`src/hw/oass_defines.svh`:
```
// constants for the operand/address size selector
`ifndef OASS_DEFINES_SVH
`define OASS_DEFINES_SVH
`define OASS_PFX_OPSIZE 8'h66
`define OASS_PFX_ADSIZE 8'h67
`define OASS_OFF_CTRL 32'h0000_0000
`define OASS_OFF_MODE 32'h0000_0004
`define OASS_OFF_INSN 32'h0000_0008
`define OASS_OFF_GATE 32'h0000_000c
`define OASS_OFF_STAT 32'h0000_0010
`define OASS_OFF_ADDR 32'h0000_0014
`define OASS_OFF_EAOUT 32'h0000_0018
`define OASS_OFF_LIMIT 32'h0000_001c
`define OASS_OFF_LIMCHK 32'h0000_0020
`define OASS_CTRL_CS_D 0
`define OASS_CTRL_SS_B 1
`define OASS_CTRL_DS_B 2
`define OASS_INSN_OPS 0
`define OASS_INSN_ADS 1
`define OASS_INSN_GO 2
`define OASS_INSN_STK 3
`define OASS_GATE_USE 0
`define OASS_GATE_32 1
`define OASS_ST_OP32 0
`define OASS_ST_AD32 1
`define OASS_ST_STK32 2
`define OASS_ST_RET32 3
`define OASS_ST_VALID 4
`define OASS_ST_PFXOP 5
`define OASS_ST_PFXAD 6
`define OASS_ST_LIMOK 7
`define OASS_MASK16 32'h0000_ffff
`define OASS_MASK32 32'hffff_ffff
`define OASS_RESET_CTRL 32'h0000_0000
`endif

```
`src/hw/oass_pkg.sv`:
```
// types for the operand/address size selector
package oass_pkg;
  typedef enum logic [1:0] {
    OASS_MODE_REAL = 2'h0,
    OASS_MODE_PROT = 2'h1,
    OASS_MODE_V86 = 2'h3,
    OASS_MODE_SMS = 2'h2
  } oass_mode_e;
  typedef struct packed {
    logic op32;
    logic ad32;
  } oass_size_s;
endpackage

```
`src/hw/oass_size_if.sv`:
```
// decode request and result between the top and the size decoder
`timescale 1ns/100ps
`default_nettype none
interface oass_size_if;
  import oass_pkg::*;
  logic cs_d;
  oass_mode_e mode;
  logic pfx_op;
  logic pfx_ad;
  logic gate_use;
  logic gate_32;
  oass_size_s size;
  logic xfer32;
  modport req (output cs_d, mode, pfx_op, pfx_ad, gate_use, gate_32, input size, xfer32);
  modport dec (input cs_d, mode, pfx_op, pfx_ad, gate_use, gate_32, output size, xfer32);
endinterface
`default_nettype wire

```
`src/hw/oass_size_dec.sv`:
```
// combinational operand and address size decoder
`timescale 1ns/100ps
`default_nettype none
module oass_size_dec
  import oass_pkg::*;
(
  oass_size_if.dec sz
);
  logic dflt32;
  always_comb begin
    // descriptor-less modes default to 16
    dflt32 = (sz.mode == OASS_MODE_PROT) ? sz.cs_d : 1'b0;
    sz.size.op32 = dflt32 ^ sz.pfx_op;
    sz.size.ad32 = dflt32 ^ sz.pfx_ad;
    // gate type sets transfer size when a gate is in use, else operand size does
    sz.xfer32 = sz.gate_use ? sz.gate_32 : sz.size.op32;
  end
endmodule
`default_nettype wire

```
`src/hw/oass_stack_sel.sv`:
```
// stack pointer width and effective address masking
`timescale 1ns/100ps
`default_nettype none
`include "oass_defines.svh"
module oass_stack_sel
  import oass_pkg::*;
(
  input wire logic ss_b,
  input wire logic implicit_stk,
  input wire logic ad32,
  input wire logic [31:0] offset,
  output logic stk32,
  output logic [31:0] ea
);
  always_comb begin
    // implicit pushes use ss flag, explicit use address size
    stk32 = implicit_stk ? ss_b : ad32;
    ea = (stk32 ? `OASS_MASK32 : `OASS_MASK16) & offset;
  end
endmodule
`default_nettype wire

```
`src/hw/oass_top.sv`:
```
// operand/address size selector with ahb-lite register slave
//
// Our own choices: the AHB-Lite slave port and the register offsets.
`timescale 1ns/100ps
`default_nettype none
`include "oass_defines.svh"
module oass_top
  import oass_pkg::*;
(
  // clock and reset
  input wire logic CLK,
  input wire logic NRST,
  // ahb-lite slave
  input wire logic HSEL,
  input wire logic [31:0] HADDR,
  input wire logic [1:0] HTRANS,
  input wire logic HWRITE,
  input wire logic [2:0] HSIZE,
  input wire logic [31:0] HWDATA,
  input wire logic HREADY,
  output logic [31:0] HRDATA,
  output logic HREADYOUT,
  output logic HRESP,
  // decoded sizes
  output logic OP32,
  output logic AD32,
  output logic STK32,
  output logic RET32
);
  oass_size_if sz ();
  logic [31:0] ctrl_reg;
  oass_mode_e mode_reg;
  logic pfx_op_reg;
  logic pfx_ad_reg;
  logic stk_reg;
  logic gate_use_reg;
  logic gate_32_reg;
  logic go_reg;
  logic [31:0] addr_reg;
  logic [31:0] limit_reg;
  logic [31:0] limchk_reg;
  logic valid_reg;
  logic op32_reg;
  logic ad32_reg;
  logic stk32_reg;
  logic ret32_reg;
  logic limok_reg;
  logic [31:0] ea_reg;
  logic stk32_w;
  logic [31:0] ea_w;
  logic wr_pend_reg;
  logic [31:0] wr_addr_reg;
  logic [31:0] rd_next;
  logic addr_ok;

  // size decoder
  assign sz.cs_d = ctrl_reg[`OASS_CTRL_CS_D];
  assign sz.mode = mode_reg;
  assign sz.pfx_op = pfx_op_reg;
  assign sz.pfx_ad = pfx_ad_reg;
  assign sz.gate_use = gate_use_reg;
  assign sz.gate_32 = gate_32_reg;
  oass_size_dec u_dec (
    .sz(sz.dec)
  );
  oass_stack_sel u_stk (
    .ss_b(ctrl_reg[`OASS_CTRL_SS_B]),
    .implicit_stk(stk_reg),
    .ad32(sz.size.ad32),
    .offset(addr_reg),
    .stk32(stk32_w),
    .ea(ea_w)
  );

  // expand-down valid range: above limit, below 64k or 4g top
  function automatic logic expdn_ok(input logic big, input logic [31:0] off,
                                    input logic [31:0] lim);
    logic [31:0] top;
    top = big ? `OASS_MASK32 : `OASS_MASK16;
    expdn_ok = (off > lim) && (off <= top);
  endfunction

  function automatic logic is_reg(input logic [31:0] a);
    is_reg = (a == `OASS_OFF_CTRL) || (a == `OASS_OFF_MODE) || (a == `OASS_OFF_INSN)
      || (a == `OASS_OFF_GATE) || (a == `OASS_OFF_ADDR) || (a == `OASS_OFF_LIMIT)
      || (a == `OASS_OFF_STAT) || (a == `OASS_OFF_EAOUT) || (a == `OASS_OFF_LIMCHK);
  endfunction

  // bus address phase capture
  wire bus_go = HSEL && HREADY && HTRANS[1];
  assign addr_ok = is_reg(HADDR);
  always_ff @(posedge CLK or negedge NRST) begin
    if (!NRST) begin
      wr_pend_reg <= 1'b0;
      wr_addr_reg <= 32'h0000_0000;
    end else begin
      wr_pend_reg <= bus_go && HWRITE;
      if (bus_go) begin
        wr_addr_reg <= HADDR;
      end
    end
  end

  // read data registered in address phase
  always_comb begin
    rd_next = 32'h0000_0000;
    unique case (HADDR)
      `OASS_OFF_CTRL: rd_next = ctrl_reg;
      `OASS_OFF_MODE: rd_next = {30'h0000_0000, mode_reg};
      `OASS_OFF_INSN: rd_next = {28'h000_0000, stk_reg, 1'b0, pfx_ad_reg, pfx_op_reg};
      `OASS_OFF_GATE: rd_next = {30'h0000_0000, gate_32_reg, gate_use_reg};
      `OASS_OFF_STAT: rd_next = {24'h00_0000, limok_reg, pfx_ad_reg, pfx_op_reg, valid_reg,
                                 ret32_reg, stk32_reg, ad32_reg, op32_reg};
      `OASS_OFF_ADDR: rd_next = addr_reg;
      `OASS_OFF_EAOUT: rd_next = ea_reg;
      `OASS_OFF_LIMIT: rd_next = limit_reg;
      `OASS_OFF_LIMCHK: rd_next = limchk_reg;
      default: rd_next = 32'h0000_0000;
    endcase
  end
  always_ff @(posedge CLK or negedge NRST) begin
    if (!NRST) begin
      HRDATA <= 32'h0000_0000;
    end else if (bus_go && !HWRITE) begin
      HRDATA <= addr_ok ? rd_next : 32'h0000_0000;
    end
  end
  assign HREADYOUT = 1'b1;
  assign HRESP = 1'b0;

  // software configuration registers
  wire wr_en = wr_pend_reg;
  always_ff @(posedge CLK or negedge NRST) begin
    if (!NRST) begin
      ctrl_reg <= `OASS_RESET_CTRL;
      mode_reg <= OASS_MODE_REAL;
      gate_use_reg <= 1'b0;
      gate_32_reg <= 1'b0;
      addr_reg <= 32'h0000_0000;
      limit_reg <= 32'h0000_0000;
    end else if (wr_en) begin
      unique case (wr_addr_reg)
        `OASS_OFF_CTRL: ctrl_reg <= {29'h0000_0000, HWDATA[2:0]};
        `OASS_OFF_MODE: mode_reg <= oass_mode_e'(HWDATA[1:0]);
        `OASS_OFF_GATE: begin
          gate_use_reg <= HWDATA[`OASS_GATE_USE];
          gate_32_reg <= HWDATA[`OASS_GATE_32];
        end
        `OASS_OFF_ADDR: addr_reg <= HWDATA;
        `OASS_OFF_LIMIT: limit_reg <= HWDATA;
        default: ;
      endcase
    end
  end

  // per-instruction prefixes; cleared once the instruction retires
  wire insn_wr = wr_en && (wr_addr_reg == `OASS_OFF_INSN);
  always_ff @(posedge CLK or negedge NRST) begin
    if (!NRST) begin
      pfx_op_reg <= 1'b0;
      pfx_ad_reg <= 1'b0;
      stk_reg <= 1'b0;
      go_reg <= 1'b0;
    end else if (insn_wr) begin
      pfx_op_reg <= HWDATA[`OASS_INSN_OPS];
      pfx_ad_reg <= HWDATA[`OASS_INSN_ADS];
      stk_reg <= HWDATA[`OASS_INSN_STK];
      go_reg <= HWDATA[`OASS_INSN_GO];
    end else if (go_reg) begin
      pfx_op_reg <= 1'b0;
      pfx_ad_reg <= 1'b0;
      stk_reg <= 1'b0;
      go_reg <= 1'b0;
    end
  end

  // result capture on instruction execute
  always_ff @(posedge CLK or negedge NRST) begin
    if (!NRST) begin
      valid_reg <= 1'b0;
      op32_reg <= 1'b0;
      ad32_reg <= 1'b0;
      stk32_reg <= 1'b0;
      ret32_reg <= 1'b0;
      ea_reg <= 32'h0000_0000;
      limok_reg <= 1'b0;
      limchk_reg <= 32'h0000_0000;
    end else if (go_reg) begin
      valid_reg <= 1'b1;
      op32_reg <= gate_use_reg ? gate_32_reg : sz.size.op32;
      ad32_reg <= sz.size.ad32;
      stk32_reg <= stk32_w;
      ret32_reg <= sz.xfer32;
      ea_reg <= ea_w;
      limok_reg <= expdn_ok(ctrl_reg[`OASS_CTRL_DS_B], ea_w, limit_reg);
      limchk_reg <= ctrl_reg[`OASS_CTRL_DS_B] ? `OASS_MASK32 : `OASS_MASK16;
    end
  end

  assign OP32 = op32_reg;
  assign AD32 = ad32_reg;
  assign STK32 = stk32_reg;
  assign RET32 = ret32_reg;
endmodule
`default_nettype wire

```
`config.mk`:
```
export PLATFORM = sky130hd
export DESIGN_NAME = oass_top
export DESIGN_NICKNAME = d
export VERILOG_FILES = /design/src/hw/oass_pkg.sv /design/src/hw/oass_size_if.sv /design/src/hw/oass_size_dec.sv /design/src/hw/oass_stack_sel.sv /design/src/hw/oass_top.sv
export VERILOG_INCLUDE_DIRS = /design/src /design/src/hw
export SDC_FILE = /design/constraint.sdc
export NUM_CORES = 1
export LEC_CHECK = 0
export ABC_AREA = 1
export ABC_CLOCK_PERIOD_IN_PS = 3900
export BUFFER_PORTS_ARGS = -buffer_cell sky130_fd_sc_hd__clkbuf_2
export CORE_MARGIN = 4
export CORE_UTILIZATION = 52
export CTS_CLUSTER_SIZE = 10
export DETAILED_ROUTE_END_ITERATION = 8
export GPL_TIMING_DRIVEN = 0
export PLACE_DENSITY_LB_ADDON = 0.2
export SLEW_MARGIN = 20
export SYNTH_ARGS = -nofsm -noshare
export SYNTH_HDL_FRONTEND = slang
export SYNTH_SLANG_ARGS = --single-unit
```
`constraint.sdc`:
```
create_clock -name CLK -period 3.9 [get_ports CLK]
set_clock_uncertainty 0.05 [all_clocks]
set_input_delay 0.195 -clock CLK [delete_from_list [all_inputs] [get_ports CLK]]
set_output_delay 0.195 -clock CLK [all_outputs]
set_load 0.1 [all_outputs]
```
# --- After elaboration in Yosys (flattened, before gate mapping) ---
# Cells that the tools add are included.
word_totals:
  register_bits: 209
  input_bits: 74
  output_inout_bits: 38
  wordCells: 74
op_classes:
  n_lt_le_gt_ge: 2
  eq_ne: 14
  n_mux: 12
  n_bitwise: 3
  n_reduce_logical: 23
ops:
  columns: ["op", "n"]
  rows:
  - ["$pmux 32 s9", 1]
  - ["$eq 32x5->1 const B", 6]
  - ["$eq 32x4->1 const B", 4]
  - ["$mux 32", 3]
  - ["$eq 32x3->1 const B", 2]
  - ["$logic_not 32->1", 2]
  - ["$and 32x32->32", 1]
  - ["$eq 32x6->1 const B", 1]
  - ["$gt 32x32->1", 1]
  - ["$le 32x32->1", 1]
  - ["$reduce_and 2->1", 5]
  - ["$logic_or 1x1->1", 8]
  - ["$mux 1", 8]
  - ["$logic_and 1x1->1", 6]
  - ["$eq 2x1->1 const B", 1]
  - ["$reduce_bool 2->1", 1]
  - ["$xor 1x1->1", 2]
  - ["$logic_not 1->1", 1]

# --- Logic depth before layout (Yosys ltp) ---
# Gate-level depths: netlist (run 1).
depth:
  ltp_word: 10
  depth_mapped: 19
  depth_no_buf: 18

# --- Cells and area by module ---
# Synthesis (run 1) repeated with hierarchy kept, for this count alone.
hier_totals:
  cells_unflattened: 1238
  hier_area_um2: 9748.1
by_module_without_submodules:
  columns: ["module", "n_inst", "cells_each", "area_each_um2", "seq_area_each_um2"]
  rows:
  - ["oass_top", 1, 1171, 9399.0, 4479.3]
  - ["oass_stack_sel", 1, 56, 287.8, 0.0]
  - ["oass_size_dec", 1, 11, 61.3, 0.0]

# --- Least setup slack after synthesis (run 1) ---
# No wires, ideal clock.
synth_path:
  path_type: "register -> register"
  from: "register mode_reg[1]"
  to: "register limok_reg"
  setup_time_ps: 117
  t_arrival_ps: 2508
  required_ps: 3733
  path_slack_ps: 1224
  path_stages_with_launch: 18
  n_path_buf: 1
  synth_period_minus_slack_ps: 2676
  path_cell_list: "dfrtp_1 > inv_1 > nand3_1 > nand2_1 > nand3_1 > nand2_1 > clkbuf_1 > nor2_1 > ha_1 > nand2_1 > nor4_1 > nand4_1 > nor3_1 > nand3_1 > nand2_1 > inv_1 > nand3_1 > nand2_1"
synth_between:
  elab_chain_cells: 8
  elab_cells_between_ends: 9
  classes_between: "2 x order compare; 1 x eq/ne; 3 x mux; 2 x bitwise; 1 x reduce/logical"
synth_rtl:
  columns: ["item", "line_no", "rtl"]
  rows:
  - ["start, declared", "oass_top.sv:32", "oass_mode_e mode_reg;"]
  - ["start signal, assigned", "oass_top.sv:144", "`OASS_OFF_MODE: mode_reg <= oass_mode_e'(HWDATA[1:0]);"]
  - ["$eq 2x1->1 *", "oass_size_dec.sv:12", "dflt32 = (sz.mode == OASS_MODE_PROT) ? sz.cs_d : 1'b0;"]
  - ["$mux 1 *", "oass_size_dec.sv:12", null]
  - ["$xor 1x1->1 *", "oass_size_dec.sv:14", "sz.size.ad32 = dflt32 ^ sz.pfx_ad;"]
  - ["$mux 1 *", "oass_stack_sel.sv:17", "stk32 = implicit_stk ? ss_b : ad32;"]
  - ["$mux 32 (no line) *", null, null]
  - ["$and 32x32->32 *", "oass_stack_sel.sv:18", "ea = (stk32 ? `OASS_MASK32 : `OASS_MASK16) & offset;"]
  - ["named net ea_w[29]", "oass_top.sv:50", "logic [31:0] ea_w;"]
  - ["$gt 32x32->1 / $le 32x32->1 (equally long branches)", "oass_top.sv:80", "expdn_ok = (off > lim) && (off <= top);"]
  - ["$logic_and 1x1->1 *", "oass_top.sv:80", null]
  - ["end signal, assigned", "oass_top.sv:195", "limok_reg <= expdn_ok(ctrl_reg[`OASS_CTRL_DS_B], ea_w, limit_reg);"]
  - ["end, declared", "oass_top.sv:47", "logic limok_reg;"]
# The timed path passes the listed nets; every way through them passes the cells marked *.
# A chain may end at the register's enable or synchronous reset.

# --- Worst setup path after layout (run 1) ---
# Same ends and word-level chain as after synthesis.

==> impl_metrics.yaml, run 1 <==
status:
  status: "finished, final reports clean"
detailed_routing:
  drt_pre_antenna_iters: 5
  wirelength_microns: 24600
  drt_iter0_drc: 620
  drc: 0
  wl_per_cell_microns: 15.8
  vias: 8246
  drt-vias-per-instance: 5.28
  drtAntennaViolNets: 0
floorplan:
  initial_core_util_pct: 52.8
  ios: 112
  die_area_sq_um: 19700
  coreArea_sq_um: 17200
  row_count: 48
  die_w_microns: 140
  fp.dieH_microns: 140
synth:
  syn_inst: 1137
  synth_nets: 1255
  yosys_warnings: 0
  syn-cell-area_sq_um: 9090
  ys_ff_latch: 178
  ys_seq_area_share_pct: 49.0
  synth_area_per_cell_sq_um: 8.00
  ys_types: 37
worst_setup_path:
  cp.required_ns: 4.22
  regToRegSetupSlack_ns: 0.29
  endpoint_kind: "flip-flop"
  worstPathMaxFanout: 10
  critical_path_arrival_ns: 3.93
  crit_chain: "inv_1 > nand3_1 > nand2_1 > nand3_1 > nand2_1 > clkbuf_2 > nor2_1 > ha_1 > nand2_1 > nor4_1 > nand4_1 > nor3_1 > nand2_1 > nand2_1 > inv_1 > nand2_1 > nand3_1 > nand2_1"
  worst-path-buf-inv: 3
  crit_top_cell: "nand2_1"
  cp_top_family: "simple AND/OR/NAND/NOR gates"
  worst_setup_path_start_kind: "flip-flop"
  critPathSlowestCell: "nor4_1"
  crit_path_max_incr_delay_ns: 0.53
  crit_type: "reg -> reg"
placement:
  port_buffers: 105
  place_hpwl_microns: 17200
  dp.cells: 1469
  gp_congestion: 0.897
finish:
  final_cell_mix: "nand2_1, o21ai_0, dfrtp_1, inv_1, clkbuf_2"
  layout.nets: 1441
  final_common_cell: "nand2_1"
  fillers: 1461
  diodes: 0
  layout-drive-gt1-share_pct: 12.6
  syn_to_final_growth_pct: 23.0
  final-instance-count-excl-fill: 1561
timing:
  finalCriticalPeriod_ns: 3.61
  slew_viol_final: 0
  period_share_pct: 92.5
  slew-limit-headroom_pct: 52.7
  hold_violations: 0
  fmax_mhz: 277
  setup_tns_ns: 0
  tightest_slew_ns: 0.710
  setup_violations: 0
cts:
  postCtsSetupRepairBufs: 0
  cts_tree: "yes"
  max-clock-path-buffers: 2
  clkLatencyLatePin_ns: 0.43
  cts-root-buf: "clkbuf_16"
  cts.sinks: 178
  numCtsBuffers: 17
  htree_levels: 4
  cts.clk_slew.worst_paths_ns: 0.07
power_and_ir_drop:
  peakVddDrop_mv: 0.281
  p_total_uw: 4110
  p_leak_uw: 0.00635
  power_per_cell_area_nw_per_um2: 367
min_path:
  hold_path.class: "in -> reg"
grt:
  grt_max_degree: 71
  grt_pass1_vias: 8220
  grt_antenna_before_repair: 0
  grt_pass1_wl_microns: 41200
  track_usage_pct: 25.8
  grt-ovfl-total: 0
flow_run:
  drv_cap: 0
[area by class of cell]
class | instances | area (sq um) | area share (%)
buffer | 49 | 223 | 1.99
sequential | 178 | 4450 | 39.8
inverter | 160 | 601 | 5.37
clock buffer | 19 | 443 | 3.96
tap | 225 | 282 | 2.52
multi-input combinational | 750 | 3820 | 34.1
timing repair buffer | 167 | 1190 | 10.6
clock inverter | 13 | 176 | 1.58
[per-stage QoR]
step | utilization (%) | cell area (sq um) | setup WS (ns) | hold slack (ns)
floorplan | - | 9090 | 1.22 | -0.151
global placement | 57.4 | 9900 | -0.745 | 0.375
detailed placement | 57.8 | 9960 | 0.180 | 0.147
CTS | 64.9 | 11200 | 0.144 | 0.00839
global route | 64.9 | 11200 | -0.00174 | 0.0305
finish | 64.9 | 11200 | 0.294 | 0.0201
[worst min-delay path, cell delays in order]
cell	delay (ns)
clkbuf_2	0.10
inv_1	0.08
o21ai_0	0.08
[cells by family after synthesis]
| group | synth area share [%] |
|---|---|
| AND/OR/NAND/NOR | 20.6 |
| other | 0.0826 |
| AO/OA/AOI/OAI | 14.9 |
| XOR/XNOR | 0.0963 |
| adder cells (fa/ha/maj) | 6.05 |
| multiplexers | 0.248 |
| buffers and inverters | 9.04 |
| flip-flops | 49.0 |
[final timing paths]
kind / start / endpoint / depth (start not counted)
setup / recovery: mode_reg[1]$_DFFE_PN0P_ / limok_reg$_DFFE_PN0P_ / 18
hold / removal: HADDR[5] / wr_addr_reg[5]$_DFFE_PN0P_ / 3
setup reg to reg: mode_reg[1]$_DFFE_PN0P_ / limok_reg$_DFFE_PN0P_ / 18
hold reg to reg: HRDATA[7]$_DFFE_PN0P_ / HRDATA[7]$_DFFE_PN0P_ / 2
max in group asynchronous: NRST / limit_reg[26]$_DFFE_PN0P_ / 3
min in group asynchronous: NRST / HRDATA[7]$_DFFE_PN0P_ / 2
[synth_stat cells, drive strengths merged]
library cell	instances	area share [%]
o211ai	2	0.17
mux2	2	0.25
or2	4	0.28
o221a	1	0.12
and3	1	0.069
nor3	6	0.39
a31oi	1	0.069
inv	159	6.6
nand4	17	1.2
clkbuf	29	1.2
nor4	20	1.7
dfrtp	178	49
o21ai	211	12
a21oi	19	1.0
o21bai	3	0.25
buf	20	1.2
nor2	41	1.7
conb	2	0.083
o21a	3	0.25
a211oi	4	0.33
o22ai	14	0.96
and2	1	0.069
xor2	1	0.096
nand2	318	13
nor4b	1	0.26
a21o	1	0.083
nand3	32	1.8
nand3b	1	0.083
clkinv	1	0.041
ha	44	6.1
[what timing repair did]
| item | 4_1_cts | 5_1_grt |
|---|---|---|
| gates resized for setup | 0 | 2 |
| hold endpoints to repair | 130 | 0 |
| hold buffers | 60 | 0 |
| endpoints found under the setup margin | 0 | 1 |
[power breakdown]
group	internal, uW	switching [uW]	total (uW)
Sequential	1920	45.6	1970
Clock	1040	760	1800
Combinational	140	207	346
Total	3100	1010	4110
[metal layers]
metal | wire length [microns] | vias up | GRT usage (%)
met3 | 1490 | 32 | 5.91
met2 | 11800 | 253 | 42.8
li1 | - | 4057 | -
met1 | 11000 | 3904 | 34.5
met5 | 0 | - | 0
met4 | 323 | 0 | 6.58
Power figures use the tool's default switching activity.
==> inputs of run 2 (changes only) <==
--- a/config.mk
+++ b/config.mk
@@ -10,7 +10,7 @@
 export ABC_CLOCK_PERIOD_IN_PS = 3900
 export BUFFER_PORTS_ARGS = -buffer_cell sky130_fd_sc_hd__clkbuf_2
 export CORE_MARGIN = 4
-export CORE_UTILIZATION = 52
+export CORE_UTILIZATION = 50
 export CTS_CLUSTER_SIZE = 10
 export DETAILED_ROUTE_END_ITERATION = 8
 export GPL_TIMING_DRIVEN = 0
==> impl_metrics.yaml, run 2 (synthesis results as in run 1) <==
placement:
  place_hpwl_microns: 17300
  dp.cells: 1473
  port_buffers: 105
  gp_congestion: 0.864
  dpl_cell_area_sq_um: 9970
worst_setup_path:
  crit_top_cell: "nand2_1"
  cp.required_ns: 4.18
  critical_path_arrival_ns: 3.93
  worstPathMaxFanout: 10
  crit_path_max_incr_delay_ns: 0.55
  critPathSlowestCell: "nor4_1"
  crit_type: "reg -> reg"
  crit_chain: "inv_1 > nand3_1 > nand2_1 > nand3_1 > nand2_1 > clkbuf_2 > nor2_1 > ha_1 > nand2_1 > nor4_1 > nand4_1 > nor3_1 > nand3_1 > nand2_1 > inv_1 > nand3_1 > nand2_1"
  worst_setup_path_start_kind: "flip-flop"
  endpoint_kind: "flip-flop"
finish:
  syn_to_final_growth_pct: 22.4
  final_common_cell: "nand2_1"
  stdcell_area_sq_um: 11100
  layout-drive-gt1-share_pct: 12.7
  final-instance-count-excl-fill: 1563
  layout.nets: 1439
  diodes: 0
  final_cell_mix: "nand2_1, o21ai_0, dfrtp_1, inv_1, clkbuf_2"
detailed_routing:
  vias: 8222
  wl_per_cell_microns: 15.8
  drt_pre_antenna_iters: 5
  drt-vias-per-instance: 5.26
  wirelength_microns: 24800
  drtAntennaViolNets: 0
  drc: 0
  drt_iter0_drc: 678
floorplan:
  ios: 112
  initial_core_util_pct: 50.8
  fp.dieH_microns: 143
  die_area_sq_um: 20400
  coreArea_sq_um: 17900
  die_w_microns: 143
  row_count: 49
power_and_ir_drop:
  p_sw_uw: 993
  p_int_uw: 3010
  peakVddDrop_mv: 0.317
  switching_share_pct: 24.8
  power_frac_clock_pct: 42.4
  pwr-share-seq_pct: 49.1
  p_comb_share_pct: 8.5
  p_leak_uw: 0.00634
  power_per_cell_area_nw_per_um2: 360
grt:
  met1_usage_pct: 34.5
  grt_busiest_layer: "met2"
  grt_use_met3_pct: 4.59
  grt_pass1_vias: 8172
  grt-ovfl-total: 0
  track_usage_pct: 25.2
  grt_pass1_wl_microns: 40600
  met2_usage_pct: 41.1
  grt_antenna_before_repair: 0
  grt_max_degree: 68
cts:
  numCtsBuffers: 17
  cts.sinks: 178
  clkLatencyLatePin_ns: 0.44
  htree_levels: 4
  cts.clk_slew.worst_paths_ns: 0.07
  cts_tree: "yes"
  max-clock-path-buffers: 2
  cts-root-buf: "clkbuf_16"
timing:
  slew_viol_final: 0
  slew-limit-headroom_pct: 50.6
  hold_violations: 0
  grt_setup_unrepaired: "no"
  setup_tns_ns: 0
  period_share_pct: 93.7
  setup_violations: 0
  tightest_slew_ns: 0.741
  fmax_mhz: 274
  finalCriticalPeriod_ns: 3.66
status:
  status: "finished, final reports clean"
flow_run:
  drv_cap: 0
min_path:
  hold_path.class: "in -> reg"
==> run 2: final timing paths <==
path                                    startpoint                         to  slack [ns]  cells past startpoint
setup / recovery           mode_reg[1]$_DFFE_PN0P_      limok_reg$_DFFE_PN0P_        0.24                     17
hold / removal                          HWDATA[12]   addr_reg[12]$_DFFE_PN0P_       0.002                      3
setup reg to reg           mode_reg[1]$_DFFE_PN0P_      limok_reg$_DFFE_PN0P_        0.24                     17
hold reg to reg             HRDATA[11]$_DFFE_PN0P_     HRDATA[11]$_DFFE_PN0P_        0.43                      2
max in group asynchronous                     NRST  limit_reg[24]$_DFFE_PN0P_        2.57                      4
min in group asynchronous                     NRST    addr_reg[4]$_DFFE_PN0P_        0.21                      2
==> run 2: layout make-up <==
type / count / area, sq um
buffer: 49 / 223
clock buffer: 22 / 484
clock inverter: 10 / 98.8
fill: 1587 / 6770
inverter: 160 / 601
multi-input combinational: 750 / 3820
sequential: 178 / 4450
tap: 229 / 287
timing repair buffer: 165 / 1170
==> run 2: per-layer routing <==
layer	up-vias	routed length, microns
met1	3887	11200
met2	243	11600
met5	-	0
met4	0	522
li1	4052	-
met3	40	1390
==> run 2: timing repair <==
| action | CTS | global route |
|---|---|---|
| endpoints found under the setup margin | 0 | 1 |
| endpoints found under the hold margin | 125 | 0 |
| hold buffers | 58 | 0 |
| setup buffers | 0 | 0 |
| gates resized for setup | 0 | 2 |
==> run 2: power by group through the flow <==
stage	clock network [uW]	logic [uW]	registers (uW)
6_report	1700	342	1970
5_1_grt	1780	391	1980
4_1_cts	1710	344	1970
3_5_place_dp	0	298	2000
3_3_place_gp	0	283	2000
2_1_floorplan	0	160	2000
==> run 2: critical path, delay by kind of cell, from the launching register on <==
kind	cells	cell delay, ns
simple gates	13	2.26
buf+inv	3	0.49
flops	1	0.40
fa+ha+maj	1	0.32
==> run 2: stage by stage <==
step | power (uW) | hold slack [ns] | setup slack (ns) | utilization [%]
floorplan | 2160 | -0.151 | 1.22 | -
global placement | 2280 | 0.377 | -0.787 | 55.3
detailed placement | 2300 | 0.119 | 0.0947 | 55.7
CTS | 4020 | 0.00216 | 0.0630 | 62.2
global route | 4150 | 0.00674 | 0.0208 | 62.2
finish | 4010 | 0.00183 | 0.244 | 62.2
